===== config.mk =====
export PLATFORM = sky130hd
export DESIGN_NAME = maskable_nmi_interrupt_unit
export DESIGN_NICKNAME = d
export VERILOG_FILES = /design/src/core/icu_pkg.sv /design/src/core/pend_cell.sv /design/src/core/maskable_nmi_interrupt_unit.sv
export SDC_FILE = /design/constraint.sdc
export NUM_CORES = 1
export LEC_CHECK = 0
export ABC_AREA = 1
export BUFFER_PORTS_ARGS = -buffer_cell sky130_fd_sc_hd__buf_2
export CAP_MARGIN = 20
export CORE_MARGIN = 3
export CORE_UTILIZATION = 41
export CTS_BUF_LIST = sky130_fd_sc_hd__clkbuf_8
export CTS_CLUSTER_DIAMETER = 40
export CTS_CLUSTER_SIZE = 25
export DETAILED_ROUTE_END_ITERATION = 10
export GPL_TIMING_DRIVEN = 0
export PLACE_DENSITY = 0.71
export SETUP_SLACK_MARGIN = 0.3
export SYNTH_ARGS = -nofsm -noshare
export SYNTH_HDL_FRONTEND = slang
export SYNTH_SLANG_ARGS = --single-unit

===== constraint.sdc =====
create_clock -name clk -period 4.5 [get_ports clk]
set_input_delay 0.225 -clock clk [delete_from_list [all_inputs] [get_ports clk]]
set_output_delay 0.225 -clock clk [all_outputs]
set_load 0.03 [all_outputs]

===== src/core/icu_pkg.sv =====
// constants shared by the maskable and non-maskable interrupt unit
package icu_pkg;

   // ----------------------------------------
   // core bus and register offsets
   // ----------------------------------------
   localparam int unsigned ADDR_W = 16;
   localparam int unsigned DATA_W = 16;
   localparam logic [15:0] VECTOR_OFS = 16'hFE00;
   localparam logic [15:0] NMI_STATUS_OFS = 16'hFE02;
   localparam logic [15:0] PEND_LOW_OFS = 16'hFE0A;
   localparam logic [15:0] PEND_HIGH_OFS = 16'hFE0C;
   localparam logic [15:0] ENA_LOW_OFS = 16'hFE0E;
   localparam logic [15:0] ENA_HIGH_OFS = 16'hFE10;
   localparam logic [15:0] CLR_LOW_OFS = 16'hFE12;
   localparam logic [15:0] CLR_HIGH_OFS = 16'hFE14;

   // ----------------------------------------
   // fields and reset values
   // ----------------------------------------
   localparam int unsigned NUM_CH = 32;
   localparam int unsigned VEC_W = 6;
   localparam logic [5:0] VEC_BASE = 6'h10;
   localparam logic [7:0] VECTOR_RST = 8'h10;
   localparam logic [7:0] NMI_STATUS_RST = 8'h00;
   localparam int unsigned NMI_PIN_BIT = 0;
   localparam logic [31:0] ENA_RST = 32'h0000_0000;

   // ----------------------------------------
   // channel assignment
   // ----------------------------------------
   localparam int unsigned CH_KBD_SCAN = 11;
   localparam int unsigned CH_TICK = 13;
   localparam int unsigned CH_SERIAL = 16;
   localparam int unsigned CH_SHIFT3 = 18;
   localparam int unsigned CH_SHIFT2 = 19;
   localparam int unsigned CH_SHIFT1 = 20;
   localparam int unsigned CH_KBD_IBF = 24;
   localparam int unsigned CH_PIN_TOP = 31;
   // external pin channels 1, 6, 14, 17, 21, 31
   localparam logic [31:0] PIN_CH_MASK = 32'h8022_4042;
   // channel 0 and reserved channels 15, 26, 29, 30
   localparam logic [31:0] DEAD_CH_MASK = 32'h6400_8001;

endpackage


===== src/core/pend_cell.sv =====
// one pending cell: level follower or edge latch with write-one clear
`timescale 1ns/1ps
`default_nettype none
module pend_cell
   import icu_pkg::*;
#(
   parameter bit FALLING = 1'b0 // edge polarity when edge mode
)
(
   input wire logic clk, // core clock
   input wire logic rst_b, // sync reset, active low
   input wire logic src, // request from source
   input wire logic edge_mode, // 1: edge latched, 0: level
   input wire logic clr, // write-one clear strobe
   output logic pend // pending indication
);

   logic prev_r;
   logic prev_nxt;
   logic pend_r;
   logic pend_nxt;
   logic hit;

   // ----------------------------------------
   // next state
   // ----------------------------------------
   // set beats clear so a tick landing on the clear write is kept
   always_comb
   begin
      prev_nxt = src;
      hit = FALLING ? (prev_r & ~src) : (~prev_r & src);
      if (!edge_mode)
      begin
         pend_nxt = src;
      end
      else if (hit)
      begin
         pend_nxt = 1'b1;
      end
      else if (clr)
      begin
         pend_nxt = 1'b0;
      end
      else
      begin
         pend_nxt = pend_r;
      end
   end

   // ----------------------------------------
   // registers
   // ----------------------------------------
   always_ff @(posedge clk)
   begin
      if (!rst_b)
      begin
         prev_r <= FALLING;
         pend_r <= 1'b0;
      end
      else
      begin
         prev_r <= prev_nxt;
         pend_r <= pend_nxt;
      end
   end

   assign pend = pend_r;

endmodule
`default_nettype wire


===== src/core/maskable_nmi_interrupt_unit.sv =====
// interrupt control unit: 32 maskable channels, vector register, nmi status
//
// Summary of operation
// fixed priority; channel 31, external level request, is highest.
// channel 13 latches rising edges of the system tick.
// channels 18 and 19 latch falling edges of their shift lines.
// channel 20 is level high, falling edge while disabled-shift enable is 1.
// external channel whose pin is a plain port is forced to 0.
// software should disable the tick channel in the wake-up unit when active.
// channel 11 is level: keyboard scan OR auxiliary monitor request.
// channel 16 is level: serial transmit OR receive request.
// channel 24 is level while keyboard input buffer is full.
// vector register resets to 10 hex and holds the serviced vector.
// vector encodes highest enabled pending request, range 10 to 2F hex.
// vector stays stable during the acknowledge read.
// vector bits 7 and 6 always read 0.
// nmi status clears on reset and on every read, except a read in the same cycle as a new set.
// nmi bit 0 set by external request; bits 7 to 1 reserved.
// both enable-mask registers are read and write.
// both edge clear registers are write only, read as zero.
// channels 15, 26, 29, 30 are tied inactive.
// vector 10 hex is channel 0, 2F hex is channel 31.
// edge requests latch; writing 1 to the clear bit drops them.
// level pending follows its source directly.
// nmi request to the core while the external nmi bit is 1.
`timescale 1ns/1ps
`default_nettype none
module maskable_nmi_interrupt_unit
   import icu_pkg::*;
(
   input wire logic clk, // core clock, 200 MHz
   input wire logic rst_b, // sync reset, active low
   // core bus
   input wire logic [ADDR_W-1:0] bus_addr, // byte address
   input wire logic bus_rd, // read strobe, one cycle
   input wire logic bus_wr, // write strobe, one cycle
   input wire logic [DATA_W-1:0] bus_wdata, // write data
   output logic [DATA_W-1:0] bus_rdata, // read data, next cycle
   output logic bus_rvalid, // read data valid pulse
   // sources
   input wire logic [NUM_CH-1:0] level_irq, // plain level channels
   input wire logic [NUM_CH-1:0] pin_irq, // external pins via wake-up unit
   input wire logic [NUM_CH-1:0] pin_alt_fn, // 1: pin in alternate function
   input wire logic system_tick_output, // tick via wake-up unit
   input wire logic shift_irq_line_one, // shift line to channel 20
   input wire logic shift_irq_line_two, // shift line to channel 19
   input wire logic shift_irq_line_three, // shift line to channel 18
   input wire logic disabled_shift_irq_enable, // serial port enable bit
   input wire logic keyboard_scan_irq, // keyboard scan via wake-up unit
   input wire logic auxiliary_monitor_irq, // auxiliary monitor request
   input wire logic serial_tx_irq, // serial transmit request
   input wire logic serial_rx_irq, // serial receive request
   input wire logic kbd_ibf, // host keyboard input buffer full
   input wire logic power_fail_input, // external nmi pin, falling edge
   input wire logic nmi_arm, // power-fail nmi enabled
   // core requests
   output logic irq_req, // maskable request to core
   output logic nmi_req // non-maskable request to core
);

   // ----------------------------------------
   // declarations
   // ----------------------------------------
   logic [NUM_CH-1:0] src;
   logic [NUM_CH-1:0] edge_sel;
   logic [NUM_CH-1:0] clr_bits;
   logic [NUM_CH-1:0] pend;
   logic [NUM_CH-1:0] ena_r;
   logic [NUM_CH-1:0] ena_nxt;
   logic [7:0] vec_r;
   logic [7:0] vec_nxt;
   logic [7:0] nmi_r;
   logic [7:0] nmi_nxt;
   logic pf_prev_r;
   logic pf_prev_nxt;
   logic [DATA_W-1:0] rdata_r;
   logic [DATA_W-1:0] rdata_nxt;
   logic rvalid_r;
   logic rvalid_nxt;
   logic irq_r;
   logic irq_nxt;
   logic [NUM_CH-1:0] live;
   logic [VEC_W-1:0] win;
   logic ack_rd;
   logic nmi_rd;
   logic nmi_set;

   // ----------------------------------------
   // source routing
   // ----------------------------------------
   // external pins not in alternate function read as 0 here
   always_comb
   begin
      src = level_irq & ~PIN_CH_MASK;
      src = src | (pin_irq & pin_alt_fn & PIN_CH_MASK);
      src[CH_KBD_SCAN] = keyboard_scan_irq | auxiliary_monitor_irq;
      src[CH_TICK] = system_tick_output;
      src[CH_SERIAL] = serial_tx_irq | serial_rx_irq;
      src[CH_SHIFT3] = shift_irq_line_three;
      src[CH_SHIFT2] = shift_irq_line_two;
      src[CH_SHIFT1] = shift_irq_line_one;
      src[CH_KBD_IBF] = kbd_ibf;
      src = src & ~DEAD_CH_MASK;
   end

   // edge or level per channel
   always_comb
   begin
      edge_sel = '0;
      edge_sel[CH_TICK] = 1'b1;
      edge_sel[CH_SHIFT3] = 1'b1;
      edge_sel[CH_SHIFT2] = 1'b1;
      edge_sel[CH_SHIFT1] = disabled_shift_irq_enable;
   end

   // write-one clear strobes, edge channels only take effect
   always_comb
   begin
      clr_bits = '0;
      if (bus_wr && bus_addr == CLR_LOW_OFS)
      begin
         clr_bits[15:0] = bus_wdata;
      end
      if (bus_wr && bus_addr == CLR_HIGH_OFS)
      begin
         clr_bits[31:16] = bus_wdata;
      end
   end

   // ----------------------------------------
   // pending cells
   // ----------------------------------------
   // channel 13 rises, the shift lines fall
   genvar g;
   generate
      for (g = 0; g < NUM_CH; g++)
      begin : g_cell
         pend_cell #(
            .FALLING(g != CH_TICK)
         ) u_cell (
            .clk(clk),
            .rst_b(rst_b),
            .src(src[g]),
            .edge_mode(edge_sel[g]),
            .clr(clr_bits[g]),
            .pend(pend[g])
         );
      end
   endgenerate

   // ----------------------------------------
   // priority encoder
   // ----------------------------------------
   // highest index wins; nothing live falls back to channel 0
   always_comb
   begin
      live = pend & ena_r & ~DEAD_CH_MASK;
      win = '0;
      for (int i = 0; i < NUM_CH; i++)
      begin
         if (live[i])
         begin
            win = VEC_W'(i);
         end
      end
   end

   // ----------------------------------------
   // bus decode
   // ----------------------------------------
   assign ack_rd = bus_rd && (bus_addr == VECTOR_OFS);
   assign nmi_rd = bus_rd && (bus_addr == NMI_STATUS_OFS);

   // enable masks, full read and write
   always_comb
   begin
      ena_nxt = ena_r;
      if (bus_wr && bus_addr == ENA_LOW_OFS)
      begin
         ena_nxt[15:0] = bus_wdata;
      end
      if (bus_wr && bus_addr == ENA_HIGH_OFS)
      begin
         ena_nxt[31:16] = bus_wdata;
      end
   end

   // vector frozen during the acknowledge read so the core sees one value
   always_comb
   begin
      vec_nxt = vec_r;
      if (!ack_rd)
      begin
         vec_nxt = {2'b00, VEC_BASE + win};
      end
   end
   // covered by the hold above

   // ----------------------------------------
   // non-maskable status
   // ----------------------------------------
   // falling edge of the power-fail pin while armed; set beats read clear
   always_comb
   begin
      pf_prev_nxt = power_fail_input;
      nmi_set = nmi_arm & pf_prev_r & ~power_fail_input;
      nmi_nxt = nmi_r;
      if (nmi_rd)
      begin
         nmi_nxt = NMI_STATUS_RST;
      end
      if (nmi_set)
      begin
         nmi_nxt[NMI_PIN_BIT] = 1'b1;
      end
      nmi_nxt[7:1] = 7'h00;
   end

   // ----------------------------------------
   // read data and requests
   // ----------------------------------------
   // read data registered; clear registers and unmapped read as zero
   always_comb
   begin
      rvalid_nxt = bus_rd;
      rdata_nxt = 16'h0000;
      if (bus_rd)
      begin
         case (bus_addr)
            VECTOR_OFS: rdata_nxt = {8'h00, vec_r};
            NMI_STATUS_OFS: rdata_nxt = {8'h00, nmi_r};
            PEND_LOW_OFS: rdata_nxt = pend[15:0];
            PEND_HIGH_OFS: rdata_nxt = pend[31:16];
            ENA_LOW_OFS: rdata_nxt = ena_r[15:0];
            ENA_HIGH_OFS: rdata_nxt = ena_r[31:16];
            CLR_LOW_OFS: rdata_nxt = 16'h0000;
            CLR_HIGH_OFS: rdata_nxt = 16'h0000;
            default: rdata_nxt = 16'h0000;
         endcase
      end
   end

   assign irq_nxt = |live;

   // ----------------------------------------
   // registers
   // ----------------------------------------
   always_ff @(posedge clk)
   begin
      if (!rst_b)
      begin
         ena_r <= ENA_RST;
         vec_r <= VECTOR_RST;
         nmi_r <= NMI_STATUS_RST;
         pf_prev_r <= 1'b0;
         rdata_r <= 16'h0000;
         rvalid_r <= 1'b0;
         irq_r <= 1'b0;
      end
      else
      begin
         ena_r <= ena_nxt;
         vec_r <= vec_nxt;
         nmi_r <= nmi_nxt;
         pf_prev_r <= pf_prev_nxt;
         rdata_r <= rdata_nxt;
         rvalid_r <= rvalid_nxt;
         irq_r <= irq_nxt;
      end
   end

   // ----------------------------------------
   // outputs
   // ----------------------------------------
   assign bus_rdata = rdata_r;
   assign bus_rvalid = rvalid_r;
   assign irq_req = irq_r;
   assign nmi_req = nmi_r[NMI_PIN_BIT];

endmodule
`default_nettype wire


==> impl_metrics.toml <==
[floorplanning]
fp.dieArea_um2 = 10100
start_util_pct = 43.3
die_h_um = 100
pin_count = 163
rows = 33
core-area_um2 = 8420
dieWidth_um = 100

[timing]
period_share_pct = 43.3
setup_viol = 0
finalWorstSetupSlack_ps = 2550
maxSlewHeadroom_pct = 53.2
rsz0062_at_grt = "false"
worst_pin_slew_ps = 702
skew_ps = 13.3
setup_tns_ps = 0
whs_ps = 34.1
fmax_ghz = 0.513
slew_viol_final = 0
hold_viol_final = 0
fin_crit_ps = 1950

[drt]
ant_nets = 0
drt_iter0_drc = 240
drt-total-wl_um = 10300
routedWlPerCell_um = 14.6
via_count = 3570
vias_per_cell = 5.08
drc = 0
first_pass_iters = 6

[layout]
fillers = 851
final_util_pct = 52.7
final_cell_mix = "nand2_1 (128), buf_2 (99), dfxtp_1 (89), inv_1 (70), nor2_1 (54)"
final_common_cell = "nand2_1"
area_delta_synth_final_pct = 21.7
antenna_cells = 0
drive_above_1_share_pct = 21.4
layout.nets = 737

[logic_synthesis]
synthCells = 491
synth-seq-area-share_pct = 48.8
syn_avg_cell_area_um2 = 7.43
yosysWarningCount = 0
synth_nets = 635
netlist_area_um2 = 3650
ys_ff_latch = 89
synth_cell_type_count = 27

[setup_path]
critical_path.startpoint = "g_cell[1].u_cell.pend"
crit_arrival_ps = 2260
crit_path_max_fanout = 2
crit_required_ps = 4810
cp_slowest_cell = "dfxtp_1"
crit_end = "vec_r[0]"
r2r-end = "vec_r[0]"
rr_worst_depth = 26
critPathBufInv = 1
cp_slowest_stage_delay_ps = 370
r2r_slack_ps = 2550
path_common_cell = "nand2_1"
critical_path_depth = 26
critPathLaunchType = "flip-flop"
timing.rr.start = "g_cell[1].u_cell.pend"
crit_type = "reg -> reg"
crit_path_end_kind = "flip-flop"
critPathTopFamily = "simple AND/OR/NAND/NOR gates"

[clocking]
cts-buffers-inserted = 9
hold_buffers = 0
cts_max_level = 3
clock_path_buffers = 2
clock_latency_ps = 370
cts-root-buf = "clkbuf_8"
cts_resized = 0
clock_sinks = 89
cts_tree = "yes"
post_cts_buffers = 0
clkTransAtPathRegs_ps = 90

[status]
outcome = "finished, final reports clean"

[power]
finalPower_mw = 1.46
vdd_drop_max_mv = 0.173
power.density_nw_per_um2 = 328
p_leak_nw = 2.21

[placement]
routabilityCongestion = 0.905
dp_slack_ps = 2510
post-dp-hpwl_um = 7700
port_buffers = 91

[global_route]
antenna_found_initial = 0
grt-ovfl-total = 0
grt_first_pass_wirelength_um = 16300
grt_max_degree = 16
grt_use_total_pct = 21.1
grt_pass1_vias = 3400

[flow_run]
max_cap_violations = 0

[hold_path]
hp-class = "in -> reg"
hold_start = "level_irq[5]"
==> state kept, by name (all words and copies together), names as in the netlist <==
register	count
ena_r	32
g_cell.u_cell.pend	27
bus_rdata	16
vec_r	6
g_cell.u_cell.prev_r	4
bus_rvalid	1
irq_req	1
nmi_r	1
pf_prev_r	1
==> cells in the mapped netlist, drive strengths merged <==
master    n  share of area (%)
clkbuf    9               0.93
a31oi     7                1.2
dfxtp    89                 49
nand3b    1               0.21
buf      10                1.5
o221ai    4               0.96
nor3      4               0.69
o211ai    4               0.82
inv      71                7.3
or2       2               0.34
a211oi   18                3.7
o21ai    32                4.5
nand3     7               0.96
nor4      3               0.51
nand2   129                 13
nand4     6                1.0
nor2     58                6.7
a221oi   13                3.1
a21oi    24                3.4
==> logic make-up after synthesis <==
logic type	count (synthesis)	synth area share (%)
and+or+nand+nor	210	23.7
DFF	89	48.8
buffers and inverters	90	9.74
AOI/OAI and AO/OA	102	17.7
==> stage by stage <==
stage               area (µm²)  std cells
finish                    4440        703
global route              4440        703
CTS                       4440        703
detailed placement        4240        687
global placement          4240        687
floorplan                 3650        491
==> routing by layer <==
metal,routed length [µm],part of all wire (%),track usage [%],up-vias
met3,697,6.8,4.73,9
met2,4900,48,35.4,153
met4,107,1.0,6.32,0
met5,0,0,0,-
li1,-,-,-,1791
met1,4590,45,27.1,1617
==> how the worst min path moves through the flow <==
stage               cells past startpoint                      to
floorplan                               2               pf_prev_r
global placement                        3  g_cell[23].u_cell.pend
detailed placement                      3   g_cell[7].u_cell.pend
CTS                                     3   g_cell[7].u_cell.pend
global route                            3   g_cell[7].u_cell.pend
finish                                  3   g_cell[5].u_cell.pend
==> tightest hold or removal path, delay by kind of cell <==
family / cells / cell delay (ps)
buffers and inverters: 2 / 110
AND/OR/NAND/NOR: 1 / 40
==> where the power goes <==
| part | internal [mW] | switching, mW | total, mW |
|---|---|---|---|
| Clock | 0.274 | 0.290 | 0.563 |
| Combinational | 0.0347 | 0.0445 | 0.0792 |
| Sequential | 0.804 | 0.0101 | 0.814 |
==> final cells by class <==
class / count / area, µm² / share of cell area [%]
sequential: 89 / 1780 / 40.1
multi-input combinational: 312 / 1510 / 34.0
timing repair buffer: 91 / 455 / 10.3
inverter: 71 / 267 / 6.00
clock buffer: 10 / 138 / 3.10
tap: 105 / 131 / 2.96
buffer: 19 / 88.8 / 2.00
clock inverter: 6 / 67.6 / 1.52
(Power assumes the default switching activity.)
